--- src/shared/jkms_pkg.sv ---
/*
  Constants and types shared by the master-slave J-K storage element and
  its pin synchroniser.
  Assumes a single system clock domain; all pin inputs are asynchronous.
*/
package jkms_pkg;

  // ----------------------------------------------------------------
  // Element variants
  // ----------------------------------------------------------------
  typedef enum logic [1:0] {
    VARIANT_LEVEL   = 2'b00,
    VARIANT_EDGE    = 2'b01,
    VARIANT_SPECIAL = 2'b10
  } jkms_variant_e;

  // ----------------------------------------------------------------
  // Pin bundle layout fed through the synchroniser
  // ----------------------------------------------------------------
  localparam int PIN_W = 6;
  localparam int PIN_DRST = 0;
  localparam int PIN_DSET = 1;
  localparam int PIN_PULSE = 2;
  localparam int PIN_CLR = 3;
  localparam int PIN_SET = 4;
  localparam int PIN_D = 5;
  // Direct set/reset idle high, everything else idles low
  localparam logic [PIN_W-1:0] PIN_RST_VAL = 6'h03;

  // ----------------------------------------------------------------
  // Reset values and synchroniser depth
  // ----------------------------------------------------------------
  localparam logic MAIN_RST = 1'b0;
  localparam logic COMP_RST = 1'b1;
  localparam logic PULSE_RST = 1'b0;
  localparam int SYNC_STAGES_DEF = 2;
  localparam int SYNC_STAGES_MIN = 2;

endpackage : jkms_pkg

--- src/jkms_sync.sv ---
/*
  Multi-bit level synchroniser: each bit passes STAGES flip-flops.
  Assumes bits are independent levels; no word coherence is promised.
*/
`timescale 1ns/1ps
module jkms_sync
  import jkms_pkg::*;
#(
  parameter int WIDTH = 1,
  parameter int STAGES = SYNC_STAGES_DEF,
  parameter logic [WIDTH-1:0] RST_VAL = '0
) (
  input wire logic mclk,
  input wire logic rst_n,
  input wire logic ce,
  input wire logic [WIDTH-1:0] din,
  output logic [WIDTH-1:0] dout
);

  // ----------------------------------------------------------------
  // Parameter check
  // ----------------------------------------------------------------
  if (STAGES < SYNC_STAGES_MIN) begin : g_stage_chk
    $error("jkms_sync needs at least two stages");
  end

  // ----------------------------------------------------------------
  // Stage chain
  // ----------------------------------------------------------------
  logic [WIDTH-1:0] stage_r [STAGES];

  // First stage is read only by the second; clock enable freezes all
  always_ff @(posedge mclk) begin
    if (!rst_n) begin
      for (int i = 0; i < STAGES; i++) begin
        stage_r[i] <= RST_VAL;
      end
    end else if (ce) begin
      stage_r[0] <= din;
      for (int i = 1; i < STAGES; i++) begin
        stage_r[i] <= stage_r[i-1];
      end
    end
  end

  assign dout = stage_r[STAGES-1];

endmodule : jkms_sync

--- src/jkms_flip_flop.sv ---
/*
  Synchronous model of a master-slave J-K storage element with direct
  set/reset, a D-input option, and level, edge and special variants.
  Assumes all pin inputs are asynchronous to mclk and are synchronised
  here; variant_sel and d_mode come from logic on mclk and are static.
*/
`timescale 1ns/1ps
module jkms_flip_flop
  import jkms_pkg::*;
#(
  parameter int SYNC_STAGES = SYNC_STAGES_DEF
) (
  input wire logic mclk,
  input wire logic rst_n,
  input wire logic ce,
  input wire logic [1:0] variant_sel,
  input wire logic d_mode,
  input wire logic d_in,
  input wire logic prep_set,
  input wire logic prep_clear,
  input wire logic pulse_in,
  input wire logic direct_set_n,
  input wire logic direct_reset_n,
  output logic main_out,
  output logic comp_out,
  output logic master_main,
  output logic master_comp
);

  // ----------------------------------------------------------------
  // Parameter check
  // ----------------------------------------------------------------
  if (SYNC_STAGES < SYNC_STAGES_MIN) begin : g_param_chk
    $error("jkms_flip_flop needs SYNC_STAGES of two or more");
  end

  // ----------------------------------------------------------------
  // Truth table of the preparatory inputs
  // ----------------------------------------------------------------
  // Next main level for a given set/clear pair and present level
  function automatic logic jk_next(input logic j, input logic k, input logic q);
    logic r;
    r = q;
    if (j && k) begin
      r = ~q;
    end else if (j) begin
      r = 1'b1;
    end else if (k) begin
      r = 1'b0;
    end
    return r;
  endfunction : jk_next

  // ----------------------------------------------------------------
  // Declarations
  // ----------------------------------------------------------------
  logic [PIN_W-1:0] pins_raw;
  logic [PIN_W-1:0] pins_s;
  jkms_variant_e var_w;
  logic d_s;
  logic set_s;
  logic clr_s;
  logic t_s;
  logic ovr_set;
  logic ovr_clr;
  logic ovr_w;
  logic j_w;
  logic k_w;
  logic set_term;
  logic clear_term;
  logic x_gate;
  logic fall_w;
  logic slave_load;
  logic t_prev_r;
  logic master_main_r;
  logic master_main_nxt;
  logic master_comp_r;
  logic master_comp_nxt;
  logic main_r;
  logic main_nxt;
  logic comp_r;
  logic comp_nxt;

  // ----------------------------------------------------------------
  // Pin synchronisation
  // ----------------------------------------------------------------
  // Every pin crosses SYNC_STAGES flops, so direct set/reset also lag by the
  // synchroniser depth; the price of keeping all state on one clock
  assign pins_raw = {d_in, prep_set, prep_clear, pulse_in, direct_set_n, direct_reset_n};

  jkms_sync #(
    .WIDTH(PIN_W),
    .STAGES(SYNC_STAGES),
    .RST_VAL(PIN_RST_VAL)
  ) u_pin_sync (
    .mclk(mclk),
    .rst_n(rst_n),
    .ce(ce),
    .din(pins_raw),
    .dout(pins_s)
  );

  assign d_s = pins_s[PIN_D];
  assign set_s = pins_s[PIN_SET];
  assign clr_s = pins_s[PIN_CLR];
  assign t_s = pins_s[PIN_PULSE];
  assign ovr_set = ~pins_s[PIN_DSET];
  assign ovr_clr = ~pins_s[PIN_DRST];
  assign ovr_w = ovr_set | ovr_clr;

  // ----------------------------------------------------------------
  // Variant decode and preparatory terms
  // ----------------------------------------------------------------
  // The unused code falls back to the level variant
  always_comb begin
    case (variant_sel)
      VARIANT_EDGE: var_w = VARIANT_EDGE;
      VARIANT_SPECIAL: var_w = VARIANT_SPECIAL;
      default: var_w = VARIANT_LEVEL;
    endcase
  end

  // D option forces the two preparatory terms to be complements
  assign j_w = d_mode ? d_s : set_s;
  assign k_w = d_mode ? ~d_s : clr_s;

  // Crossed feedback: each term is gated by the opposite slave output
  assign set_term = j_w & comp_r;
  assign clear_term = k_w & main_r;
  assign x_gate = ~set_term & ~clear_term;

  // ----------------------------------------------------------------
  // Pulse edge tracking
  // ----------------------------------------------------------------
  // Previous pulse level, for falling edge detection on mclk
  always_ff @(posedge mclk) begin
    if (!rst_n) begin
      t_prev_r <= PULSE_RST;
    end else if (ce) begin
      t_prev_r <= t_s;
    end
  end

  assign fall_w = t_prev_r & ~t_s;

  // Slave takes the master on the fall; the special variant may also
  // take it whenever its slave gate is open
  assign slave_load = fall_w || ((var_w == VARIANT_SPECIAL) && x_gate);

  // ----------------------------------------------------------------
  // Master stage
  // ----------------------------------------------------------------
  // Level and special masters are non-volatile: once a term flips them
  // they stay until the slave takes them. The edge master is volatile and simply
  // tracks the outcome of the present inputs while the pulse is high.
  always_comb begin
    master_main_nxt = master_main_r;
    master_comp_nxt = master_comp_r;
    if (ovr_w) begin
      master_main_nxt = ovr_set;
      master_comp_nxt = ovr_clr;
    end else if (t_s) begin
      case (var_w)
        VARIANT_EDGE: begin
          master_main_nxt = jk_next(j_w, k_w, main_r);
        end
        default: begin
          if (set_term) begin
            master_main_nxt = 1'b1;
          end else if (clear_term) begin
            master_main_nxt = 1'b0;
          end
        end
      endcase
      master_comp_nxt = ~master_main_nxt;
    end
  end

  // Master register update
  always_ff @(posedge mclk) begin
    if (!rst_n) begin
      master_main_r <= MAIN_RST;
      master_comp_r <= COMP_RST;
    end else if (ce) begin
      master_main_r <= master_main_nxt;
      master_comp_r <= master_comp_nxt;
    end
  end

  // ----------------------------------------------------------------
  // Slave stage
  // ----------------------------------------------------------------
  // Both direct inputs low drives both outputs high; once released the
  // complement realigns to the inverse of the main output
  always_comb begin
    main_nxt = main_r;
    if (ovr_w) begin
      main_nxt = ovr_set;
      comp_nxt = ovr_clr;
    end else begin
      if (slave_load) begin
        main_nxt = master_main_r;
      end
      comp_nxt = ~main_nxt;
    end
  end

  // Slave register update; a closed slave gate simply holds
  always_ff @(posedge mclk) begin
    if (!rst_n) begin
      main_r <= MAIN_RST;
      comp_r <= COMP_RST;
    end else if (ce) begin
      main_r <= main_nxt;
      comp_r <= comp_nxt;
    end
  end

  assign main_out = main_r;
  assign comp_out = comp_r;
  assign master_main = master_main_r;
  assign master_comp = master_comp_r;
endmodule : jkms_flip_flop

--- config.mk ---
export PLATFORM = sky130hd
export DESIGN_NAME = jkms_flip_flop
export DESIGN_NICKNAME = d
export VERILOG_FILES = /design/src/shared/jkms_pkg.sv /design/src/jkms_sync.sv /design/src/jkms_flip_flop.sv
export SDC_FILE = /design/constraint.sdc
export NUM_CORES = 1
export LEC_CHECK = 0
export BUFFER_PORTS_ARGS = -buffer_cell sky130_fd_sc_hd__buf_2
export CAP_MARGIN = 15
export CORE_MARGIN = 2
export CORE_UTILIZATION = 56
export CTS_BUF_LIST = sky130_fd_sc_hd__clkbuf_16
export DETAILED_ROUTE_END_ITERATION = 10
export GPL_ROUTABILITY_DRIVEN = 0
export PLACE_DENSITY = 0.89
export SLEW_MARGIN = 20
export SYNTH_ARGS = -nofsm -noshare
export SYNTH_HDL_FRONTEND = slang
export SYNTH_HIERARCHICAL = 1
export SYNTH_SLANG_ARGS = --single-unit
--- constraint.sdc ---
create_clock -name mclk -period 4.7 [get_ports mclk]
set_clock_uncertainty 0.1 [all_clocks]
set_input_delay 0.235 -clock mclk [delete_from_list [all_inputs] [get_ports mclk]]
set_output_delay 0.235 -clock mclk [all_outputs]
set_load 0.03 [all_outputs]
==> metrics.md, run 1 <==
| Metric | Value |
|---|---|
| Grt total ovfl | `0` |
| Pint | `303 uW` |
| IR Drop Worst-Case VDD | `247 uV` |
| Root buffer selected by CTS | `sky130_fd_sc_hd__clkbuf_16` |
| Average wire length per cell after detail routing | `12.8 um` |
| Part of the total power dissipated in the clock network | `43.5%` |
| Share of total power consumed by net switching | `21.1%` |
| Final setup vio count | `0` |
| First-pass GRT wire length | `2130 um` |
| Layout overhead on the synthesized area | `12.7%` |
| Number of buffers inserted by post-CTS setup repair | `0` |
| Required arrival time at the worst endpoint | `4.74 ns` |
| Area of placed instances | `872 sq um` |
| Count of port buffers added during placement | `15` |
| Critical path type | `reg2reg` |
| Largest net degree at the start of global routing | `21` |
| Area of the mapped netlist | `845 sq um` |
| Num ports | `16` |
| Hold_sp | `direct_set_n` |
| Net load switching power | `81.0 uW` |
| Endpoint class of the critical path | `flip-flop` |
| Die area | `0.00183 sq mm` |
| TritonCTS Sinks | `17` |
| Max-Slew Margin vs Limit | `64.4%` |
| Die outline width | `42.8 um` |
| Placed wire-length estimate after detailed placement | `893 um` |
| Effective utilization at floorplan | `58.1%` |
| Clock input transition at the sequential cells of the worst setup and hold paths | `0.05 ns` |
| Run status | `completed` |
| Die height | `42.8 um` |
| Clock tree from TritonCTS | `done` |
| Power, Total | `384 uW` |
| Slew at the pin closest to its max-slew limit | `0.534 ns` |
| Synthesis Warnings | `6` |
| Gr usage total | `15.9%` |
| TritonCTS buffer count | `3` |
| Sequential share of power | `46.1%` |
| Number of antenna violations at the first check in global routing | `0` |
| Setup repair after global routing missed its margin | `no` |
| Vias in the first global route | `545` |
| ANT nets after route | `0` |
| Tightest Hold Check Type | `in2reg` |
| Buffer depth of the longest clock path | `2` |
| Launching instance or port of the critical path | `u_pin_sync/stage_r[0][10]` |
| Via density per instance | `5.80` |
| Vias after detailed routing | `568` |
| Post-synthesis instance total | `72` |
| First DRT Iteration DRCs | `8` |
| Worst endpoint data arrival time | `1.62 ns` |
| H-Tree Depth | `1` |
| Number of core rows | `14` |
| Power Dens Cells | `403 mW/mm^2` |
| Setup TNS | `0 ns` |
| Floorplan core area | `0.00145 sq mm` |
| Syn_area_per_cell | `11.7 sq um` |
| Drt total wl | `1260 um` |
| Ratio of cells with drive above 1 in the final layout | `26.8%` |
| Register bit count reported by yosys | `17` |
| Insertion delay to the later sink of the worst-skew pair | `0.24 ns` |
| Final Hold Slack | `0.158 ns` |
| Number of distinct library cells after synthesis | `29` |
| Post-route clock period utilization | `33.7%` |
| Pins over their slew limit | `0` |
| First-pass DRT Iterations | `4` |
| Number of buffers inserted by hold repair at cts | `0` |
| Achievable Freq | `631 MHz` |
| Cell leakage power | `0.000405 uW` |
| Top library cells by usage in the layout, fill and taps aside | `sky130_fd_sc_hd__buf_2, sky130_fd_sc_hd__edfxtp_1, sky130_fd_sc_hd__nand3b_1, sky130_fd_sc_hd__and3_1, sky130_fd_sc_hd__dfxtp_1` |
| Net count after synthesis | `84` |
| Sequential area share after synthesis | `54.5%` |
| Largest fanout of any net on the critical path | `3` |
| # Max-Cap Violations | `0` |
| Leading cell type in the layout, fill and taps excluded | `sky130_fd_sc_hd__buf_2` |
| Number of gates resized after cts | `0` |
| Reg-to-Reg Start | `u_pin_sync/stage_r[0][10]` |
| Number of antenna repair diodes | `0` |
| Cell area after layout | `952 sq um` |
| Number of DRC violations after detailed routing | `0` |
| Min cycle time layout | `1.58 ns` |
| Critical Path Start Type | `flip-flop` |
| Net count reported at finish | `95` |
| Hold violation count in the final report | `0` |
| Part of the power in combinational logic | `10.4%` |
==> synthesized netlist by cell type <==
| cell type | count | area (sq um) |
|---|---|---|
| sky130_fd_sc_hd__a211o_1 | 1 | 8.76 |
| sky130_fd_sc_hd__a21oi_1 | 2 | 10.0 |
| sky130_fd_sc_hd__a41oi_1 | 2 | 17.5 |
| sky130_fd_sc_hd__and3_1 | 6 | 37.5 |
| sky130_fd_sc_hd__and3_2 | 2 | 15.0 |
| sky130_fd_sc_hd__buf_4 | 7 | 52.6 |
| sky130_fd_sc_hd__buf_6 | 1 | 11.3 |
| sky130_fd_sc_hd__clkbuf_1 | 1 | 3.75 |
| sky130_fd_sc_hd__dfxtp_1 | 5 | 100 |
| sky130_fd_sc_hd__edfxtp_1 | 12 | 360 |
| sky130_fd_sc_hd__inv_1 | 2 | 7.51 |
| sky130_fd_sc_hd__mux2_4 | 1 | 15.0 |
| sky130_fd_sc_hd__mux2i_1 | 1 | 10.0 |
| sky130_fd_sc_hd__nand2_1 | 2 | 7.51 |
| sky130_fd_sc_hd__nand2b_1 | 4 | 25.0 |
| sky130_fd_sc_hd__nand3_1 | 2 | 10.0 |
| sky130_fd_sc_hd__nand3b_1 | 6 | 45.0 |
| sky130_fd_sc_hd__nand4_1 | 1 | 6.26 |
| sky130_fd_sc_hd__nor2_1 | 1 | 3.75 |
| sky130_fd_sc_hd__nor2b_1 | 1 | 6.26 |
| sky130_fd_sc_hd__nor3_1 | 2 | 10.0 |
| sky130_fd_sc_hd__nor3b_1 | 1 | 7.51 |
| sky130_fd_sc_hd__o2111a_1 | 1 | 11.3 |
| sky130_fd_sc_hd__o211a_1 | 1 | 10.0 |
| sky130_fd_sc_hd__o21a_1 | 3 | 22.5 |
| sky130_fd_sc_hd__o21ai_0 | 1 | 5.00 |
| sky130_fd_sc_hd__o311ai_0 | 1 | 8.76 |
| sky130_fd_sc_hd__o31a_1 | 1 | 8.76 |
| sky130_fd_sc_hd__or2b_1 | 1 | 7.51 |
==> flip-flops by register name (all words and copies together) (netlist names), named ones only <==
name                cells
comp_out                1
master_comp             1
master_main             1
t_prev_r                1
u_pin_sync/stage_r     12
==> final cells by class <==
class                   instances  area, sq um
clock buffers                   3         75.1
clock inverters                 1         5.00
fillers                       111          502
inverters                       2         7.51
multi-input cells              44          309
flip-flops and latches         17          460
well taps                      16         20.0
repair buffers                 15         75.1
==> per-stage QoR <==
stage	utilization (%)	std cells	worst slack [ns]
floorplan	-	72	3.07
finish	65.5	98	3.12
CTS	65.5	98	3.11
global placement	60.0	94	3.14
global route	65.5	98	3.06
detailed placement	60.0	94	3.10
==> kinds of logic (layout without fill, tap and decap cells) <==
| kind of cell | Yosys count | in the layout | share of synthesized area [%] |
|---|---|---|---|
| flops | 17 | 17 | 54.5 |
| simple gates | 29 | 29 | 21.5 |
| buf+inv | 11 | 21 | 8.89 |
| mux | 2 | 2 | 2.96 |
| compound gates | 13 | 13 | 12.1 |
==> critical path, stage by stage, from the launching register on <==
cell	delay (ns)
sky130_fd_sc_hd__edfxtp_1	0.36
sky130_fd_sc_hd__mux2_4	0.29
sky130_fd_sc_hd__a211o_1	0.32
sky130_fd_sc_hd__o31a_1	0.27
sky130_fd_sc_hd__o2111a_1	0.14
==> power groups by stage <==
stage / clock, uW / combinational (uW) / sequential (uW)
2_1_floorplan: 0 / 29.4 / 183
6_report: 167 / 40.0 / 177
4_1_cts: 168 / 40.3 / 177
3_3_place_gp: 0 / 38.8 / 179
5_1_grt: 176 / 44.2 / 178
3_5_place_dp: 0 / 40.2 / 180
==> worst paths after layout <==
| path | cells past startpoint | end | slack, ns |
|---|---|---|---|
| worst min-delay path | 2 | u_pin_sync/stage_r[0][1] | 0.16 |
| worst max register to register | 4 | flip-flop | 3.12 |
| worst min register to register | 1 | u_pin_sync/stage_r[0][6] | 0.41 |
| worst max-delay path | 4 | flip-flop | 3.12 |
==> layer usage <==
layer  up-vias  GRT usage, %  part of all wire [%]
li1        288             -                     -
met1       264          18.1                    45
met2        14          26.1                    50
met3         2          3.83                   4.3
met4         0          10.6                  0.64
met5         -             0                     0
Note: power is estimated with default switching activity, not from simulation.
==> run 2: changes to the inputs <==
--- a/config.mk
+++ b/config.mk
@@ -8,11 +8,11 @@
 export BUFFER_PORTS_ARGS = -buffer_cell sky130_fd_sc_hd__buf_2
 export CAP_MARGIN = 15
 export CORE_MARGIN = 2
-export CORE_UTILIZATION = 56
+export CORE_UTILIZATION = 47
 export CTS_BUF_LIST = sky130_fd_sc_hd__clkbuf_16
 export DETAILED_ROUTE_END_ITERATION = 10
 export GPL_ROUTABILITY_DRIVEN = 0
-export PLACE_DENSITY = 0.89
+export PLACE_DENSITY = 0.8
 export SLEW_MARGIN = 20
 export SYNTH_ARGS = -nofsm -noshare
 export SYNTH_HDL_FRONTEND = slang
==> constraint.sdc (replaced) <==
create_clock -name mclk -period 1.3 [get_ports mclk]
set_clock_uncertainty 0.1 [all_clocks]
set_input_delay 0.065 -clock mclk [delete_from_list [all_inputs] [get_ports mclk]]
set_output_delay 0.065 -clock mclk [all_outputs]
set_load 0.03 [all_outputs]
==> metrics.md, run 2 (synthesis gave the netlist of run 1 again) <==
| Metric | Value |
|---|---|
| Gate family responsible for the most delay along the worst path | `compound AO/OA/AOI/OAI gates` |
| Standard cell with the maximum stage delay on the critical path | `sky130_fd_sc_hd__edfxtp_1` |
| Sum of buffers and inverters on the critical path | `0 (unchanged)` |
| Hold violation count in the final report | `0 (unchanged)` |
| Root buffer selected by CTS | `sky130_fd_sc_hd__clkbuf_16` |
| Post-route clock period utilization | `117% (+83 points)` |
| Die outline width | `46.4 um (+8.3%)` |
| # Max-Cap Violations | `0 (unchanged)` |
| Number of antenna repair diodes | `0 (unchanged)` |
| Buffer depth of the longest clock path | `2 (unchanged)` |
| Largest incremental delay on the critical path | `0.37 ns (about the same)` |
| TritonCTS buffer count | `3 (unchanged)` |
| Num ports | `16 (unchanged)` |
| Endpoint class of the critical path | `flip-flop` |
| TritonCTS Sinks | `17 (unchanged)` |
| Sequential share of power | `45.3% (-0.8 points)` |
| Via density per instance | `5.20 (-10%)` |
| Floorplan core area | `0.00171 sq mm (+17%)` |
| Area occupied by multi-input gates | `345 sq um (+12%)` |
| Vias in the first global route | `535 (-1.8%)` |
| Hold_sp | `d_in` |
| Count of port buffers added during placement | `15 (unchanged)` |
| Clock tree from TritonCTS | `done` |
| Number of core rows | `15 (+1)` |
| Die area | `0.00215 sq mm (+17%)` |
| Effective utilization at floorplan | `49.5% (-8.6 points)` |
| Tightest Hold Check Type | `in2reg` |
| Power Dens Cells | `1320 mW/mm^2 (+230%)` |
| Min cycle time layout | `1.52 ns (-0.0618 ns)` |
| Leading cell type in the layout, fill and taps excluded | `sky130_fd_sc_hd__buf_2` |
| Power, Total | `1410 uW (+270%)` |
| Footprint of the flip-flops and latches | `460 sq um (unchanged)` |
| Max-Slew Margin vs Limit | `81.5% (+17 points)` |
| Net load switching power | `293 uW (+260%)` |
| Share of total power consumed by net switching | `20.8% (-0.25 points)` |
| Achievable Freq | `657 MHz (+4.1%)` |
| Part of the power in combinational logic | `12.9% (+2.5 points)` |
| Reg-to-Reg Start | `u_pin_sync/stage_r[0][11]` |
| Minimum setup slack in the final design | `-0.223 ns (-3.34 ns)` |
| Net count reported at finish | `103 (+8.4%)` |
| Required arrival time at the worst endpoint | `1.34 ns (-3.40 ns)` |
| Pint | `1120 uW (+270%)` |
| Vias after detailed routing | `598 (+5.3%)` |
| First-pass DRT Iterations | `4 (unchanged)` |
| Average wire length per cell after detail routing | `11.6 um (-9.6%)` |
| Worst slack after detailed placement | `-0.215 ns (-3.32 ns)` |
| ANT nets after route | `0 (unchanged)` |
| Number of antenna violations at the first check in global routing | `0 (unchanged)` |
| Grt total ovfl | `0 (unchanged)` |
| Cell leakage power | `0.000448 uW (+11%)` |
| Setup slack, reg-to-reg | `-0.22 ns (-3.34 ns)` |
| Placed wire-length estimate after detailed placement | `941 um (+5.4%)` |
| Depth of the critical timing path with buffers and inverters included | `4 (unchanged)` |
| Gr usage total | `14.9% (-1.0 points)` |
| Insertion delay to the later sink of the worst-skew pair | `0.24 ns (about the same)` |
| Setup repair after global routing missed its margin | `yes` |
| Worst endpoint data arrival time | `1.56 ns (-0.06 ns)` |
| IR Drop Worst-Case VDD | `732 uV (+200%)` |
| Largest net degree at the start of global routing | `19 (-9.5%)` |
| Critical path type | `reg2reg` |
| H-Tree Depth | `1 (unchanged)` |
| Reg with most FFs | `u_pin_sync/stage_r` |
| Core occupancy in the finished layout | `62.3% (-3.2 points)` |
| Top library cells by usage in the layout, fill and taps aside | `sky130_fd_sc_hd__buf_2, sky130_fd_sc_hd__edfxtp_1, sky130_fd_sc_hd__nand3b_1, sky130_fd_sc_hd__buf_4, sky130_fd_sc_hd__and3_1` |
| Max reg flops | `12 (unchanged)` |
| Pins over their slew limit | `0 (unchanged)` |
| First DRT Iteration DRCs | `10 (+2)` |
| Final setup vio count | `4 (+4)` |
| Clock input transition at the sequential cells of the worst setup and hold paths | `0.05 ns (about the same)` |
| Layout overhead on the synthesized area | `25.9%` |
| Die height | `46.4 um (+8.3%)` |
| Launching instance or port of the critical path | `u_pin_sync/stage_r[0][11]` |
| Slew at the pin closest to its max-slew limit | `0.277 ns (-0.257 ns)` |
| Violated checks | `setup timing` |
| Ratio of cells with drive above 1 in the final layout | `35.6% (+8.7 points)` |
| Number of DRC violations after detailed routing | `0 (unchanged)` |
| First-pass GRT wire length | `2120 um (-0.66%)` |
| Largest fanout of any net on the critical path | `3 (unchanged)` |
| Part of the total power dissipated in the clock network | `41.8% (-1.7 points)` |
| Cell chain of the critical path | `mux2_4 > a211o_1 > o31a_1 > o2111a_1` |
| Critical Path Start Type | `flip-flop` |
| Worst R2R Path Depth | `4 (unchanged)` |
| Run status | `complete, but fails checks` |
| Count of filler cells inserted in the layout | `134 (+21%)` |
| Drt total wl | `1330 um (+6.0%)` |
| Final Hold Slack | `0.0338 ns (-0.124 ns)` |
## run 2: power groups by stage
| stage | combinational [uW] | clock [uW] | sequential (uW) |
|---|---|---|---|
| detailed placement | 159 | 0 | 648 |
| CTS | 164 | 608 | 638 |
| global route | 199 | 628 | 641 |
| floorplan | 106 | 0 | 661 |
| global placement | 154 | 0 | 647 |
| finish | 182 | 588 | 639 |
## run 2: routing by layer
metal,GRT usage [%],up-vias,wire length (um)
li1,-,300,-
met4,12.0,0,25
met3,3.53,4,75
met2,26.1,20,684
met1,14.5,274,549
met5,0,-,0
## run 2: final cells by class
cell class                      count  share of cell area [%]
Inverter                            2                   0.706
Multi-Input combinational cell     44                    32.5
Timing Repair Buffer               23                    13.2
Tap cell                           25                    2.94
Clock inverter                      1                   0.353
Clock buffer                        3                    7.06
Sequential cell                    17                    43.3
## run 2: worst min path at each step
stage                               end  slack, ns  cells past startpoint
2_1_floorplan                  t_prev_r       0.09                      1
3_3_place_gp   u_pin_sync/stage_r[0][0]       0.23                      2
3_5_place_dp   u_pin_sync/stage_r[0][0]       0.24                      2
4_1_cts        u_pin_sync/stage_r[0][5]       0.03                      2
5_1_grt        u_pin_sync/stage_r[0][5]       0.03                      2
6_report       u_pin_sync/stage_r[0][5]       0.03                      2
## run 2: repair_timing
action,CTS,global route
pin swaps,0,5
endpoints found under the setup margin,4,4
hold buffers,2,0
endpoints found under the hold margin,2,0
resized for setup,0,7
buffers inserted,0,1
## run 2: through the flow
stage	area, sq um	setup TNS, ns	instances
after floorplan	845	-0.644	72
after global placement	921	-0.468	108
after detailed placement	921	-0.600	108
after CTS	1020	-0.634	114
after global routing	1060	-0.868	115
final	1060	-0.623	115
==> run 3: changes to the inputs <==
--- a/config.mk
+++ b/config.mk
@@ -7,8 +7,10 @@
 export LEC_CHECK = 0
 export BUFFER_PORTS_ARGS = -buffer_cell sky130_fd_sc_hd__buf_2
 export CAP_MARGIN = 15
+export CELL_PAD_IN_SITES_DETAIL_PLACEMENT = 0
+export CELL_PAD_IN_SITES_GLOBAL_PLACEMENT = 1
 export CORE_MARGIN = 2
-export CORE_UTILIZATION = 47
+export CORE_UTILIZATION = 37
 export CTS_BUF_LIST = sky130_fd_sc_hd__clkbuf_16
 export DETAILED_ROUTE_END_ITERATION = 10
 export GPL_ROUTABILITY_DRIVEN = 0
==> metrics.md, run 3 (synthesis gave the netlist of run 1 again) <==
| Metric | Value |
|---|---|
| Placed wire-length estimate after detailed placement | `1020 um (+8.7%)` |
| Die height | `51.8 um (+12%)` |
| Vias in the first global route | `626 (+17%)` |
| Final setup vio count | `4 (unchanged)` |
| Largest incremental delay on the critical path | `0.38 ns (about the same)` |
| Die outline width | `51.8 um (+12%)` |
| Net count reported at finish | `103 (unchanged)` |
| Grt total ovfl | `0 (unchanged)` |
| Hold violation count in the final report | `0 (unchanged)` |
| Gate family responsible for the most delay along the worst path | `compound AO/OA/AOI/OAI gates` |
| Cell chain of the critical path | `mux2_4 > a211o_1 > o31a_1 > o2111a_1` |
| Standard cell with the maximum stage delay on the critical path | `sky130_fd_sc_hd__edfxtp_1` |
| Launching instance or port of the critical path | `u_pin_sync/stage_r[0][11]` |
| Root buffer selected by CTS | `sky130_fd_sc_hd__clkbuf_16` |
| Sum of buffers and inverters on the critical path | `0 (unchanged)` |
| Critical Path Start Type | `flip-flop` |
| Num ports | `16 (unchanged)` |
| Gr usage total | `13.3% (-1.5 points)` |
| Reg-to-Reg Start | `u_pin_sync/stage_r[0][11]` |
| First-pass GRT wire length | `2500 um (+18%)` |
| Number of DRC violations after detailed routing | `0 (unchanged)` |
| Max-Slew Margin vs Limit | `74.5% (-7.0 points)` |
| H-Tree Depth | `1 (unchanged)` |
| Run status | `complete, but fails checks` |
| Final Hold Slack | `0.0367 ns (+0.00293 ns)` |
| Via density per instance | `5.18 (-0.42%)` |
| Minimum setup slack in the final design | `-0.235 ns (-0.0120 ns)` |
| Leading cell type in the layout, fill and taps excluded | `sky130_fd_sc_hd__buf_2` |
| First DRT Iteration DRCs | `3 (-7)` |
| Critical path type | `reg2reg` |
| Max reg flops | `12 (unchanged)` |
| Reg with most FFs | `u_pin_sync/stage_r` |
| Effective utilization at floorplan | `38.5% (-11 points)` |
| TritonCTS Sinks | `17 (unchanged)` |
| Worst endpoint data arrival time | `1.57 ns (about the same)` |
| First-pass DRT Iterations | `4 (unchanged)` |
| Count of port buffers added during placement | `15 (unchanged)` |
| # Max-Cap Violations | `0 (unchanged)` |
| ANT nets after route | `0 (unchanged)` |
| Post-route clock period utilization | `118% (+0.92 points)` |
| Layout overhead on the synthesized area | `23.4%` |
| Largest fanout of any net on the critical path | `3 (unchanged)` |
| Violated checks | `setup timing` |
| Cell leakage power | `0.000442 uW (-1.3%)` |
| Setup repair after global routing missed its margin | `yes` |
| Dpl cells | `112 (+3.7%)` |
| Vias after detailed routing | `611 (+2.2%)` |
| Largest net degree at the start of global routing | `19 (unchanged)` |
| Depth of the critical timing path with buffers and inverters included | `4 (unchanged)` |
| Endpoint class of the critical path | `flip-flop` |
| Clock input transition at the sequential cells of the worst setup and hold paths | `0.05 ns (about the same)` |
| IR Drop Worst-Case VDD | `905 uV (+24%)` |
| Power Dens Cells | `1350 mW/mm^2 (+1.6%)` |
| Insertion delay to the later sink of the worst-skew pair | `0.25 ns (about the same)` |
| Die area | `0.00268 sq mm (+25%)` |
| Number of core rows | `17 (+2)` |
| Number of antenna repair diodes | `0 (unchanged)` |
| Buffer depth of the longest clock path | `2 (unchanged)` |
| Top library cells by usage in the layout, fill and taps aside | `sky130_fd_sc_hd__buf_2, sky130_fd_sc_hd__edfxtp_1, sky130_fd_sc_hd__nand3b_1, sky130_fd_sc_hd__buf_4, sky130_fd_sc_hd__and3_1` |
| Slew at the pin closest to its max-slew limit | `0.378 ns (+0.100 ns)` |
| Number of antenna violations at the first check in global routing | `0 (unchanged)` |
| Worst R2R Path Depth | `4 (unchanged)` |
| Worst slack after detailed placement | `-0.265 ns (-0.0502 ns)` |
| Min cycle time layout | `1.53 ns (+0.0120 ns)` |
| Pins over their slew limit | `0 (unchanged)` |
| Clock tree from TritonCTS | `done` |
| Setup slack, reg-to-reg | `-0.23 ns (about the same)` |
| Tightest Hold Check Type | `in2reg` |
| Floorplan core area | `0.00219 sq mm (+28%)` |
| Required arrival time at the worst endpoint | `1.34 ns (about the same)` |
| Achievable Freq | `652 MHz (-0.78%)` |
| TritonCTS buffer count | `3 (unchanged)` |
| Non-filler cells in the finished layout | `118 (+2.6%)` |
| Ratio of cells with drive above 1 in the final layout | `32.2% (-3.3 points)` |
| Drt total wl | `1430 um (+7.3%)` |
| Average wire length per cell after detail routing | `12.1 um (+4.5%)` |
| Count of filler cells inserted in the layout | `203 (+51%)` |
## run 3: what timing repair did
item                                    4_1_cts  5_1_grt
endpoints found under the setup margin        4        4
buffers inserted                              0        0
gates resized for setup                       3        0
hold buffers                                  2        0
pin swaps                                     0        0
endpoints found under the hold margin         2        0
## run 3: power breakdown
group | internal (uW) | total (uW) | switching [uW]
sequential | 621 | 638 | 17.1
combinational | 82.0 | 172 | 89.8
clock | 407 | 592 | 185
total | 1110 | 1400 | 292
## run 3: layout make-up
class | instances | area, sq um | area share (%)
sequential | 17 | 460 | 44.2
clock inverter | 1 | 3.75 | 0.360
inverter | 2 | 7.51 | 0.720
tap | 28 | 35.0 | 3.36
timing repair buffer | 23 | 140 | 13.4
multi-input combinational | 44 | 320 | 30.7
clock buffer | 3 | 75.1 | 7.20
## run 3: stage by stage
stage	setup TNS, ns	total power [uW]	area (sq um)	util, %
floorplan	-0.644	767	845	-
global placement	-0.482	806	932	42.5
detailed placement	-0.699	811	932	42.5
CTS	-0.614	1420	1040	47.6
global route	-0.850	1460	1040	47.6
finish	-0.566	1400	1040	47.6
## run 3: metal layers
layer  track usage (%)  vias up  wire length [um]
li1                  -      302                 -
met1              12.6      284               557
met2              23.9       20               746
met3              5.17        5                91
met4              8.33        0                36
met5                 0        -                 0
## run 3: worst register-to-register path, stage by stage, from the launching register on
cell                       delay (ns)
sky130_fd_sc_hd__edfxtp_1        0.38
sky130_fd_sc_hd__mux2_4          0.28
sky130_fd_sc_hd__a211o_1         0.27
sky130_fd_sc_hd__o31a_1          0.26
sky130_fd_sc_hd__o2111a_1        0.14
## run 3: worst min path at each step
stage	from	endpoint	slack, ns	cells past startpoint
5_1_grt	d_in	u_pin_sync/stage_r[0][5]	0.03	2
3_3_place_gp	direct_reset_n	u_pin_sync/stage_r[0][0]	0.23	2
4_1_cts	d_in	u_pin_sync/stage_r[0][5]	0.03	2
2_1_floorplan	rst_n	t_prev_r	0.09	1
3_5_place_dp	direct_reset_n	u_pin_sync/stage_r[0][0]	0.23	2
6_report	d_in	u_pin_sync/stage_r[0][5]	0.04	2
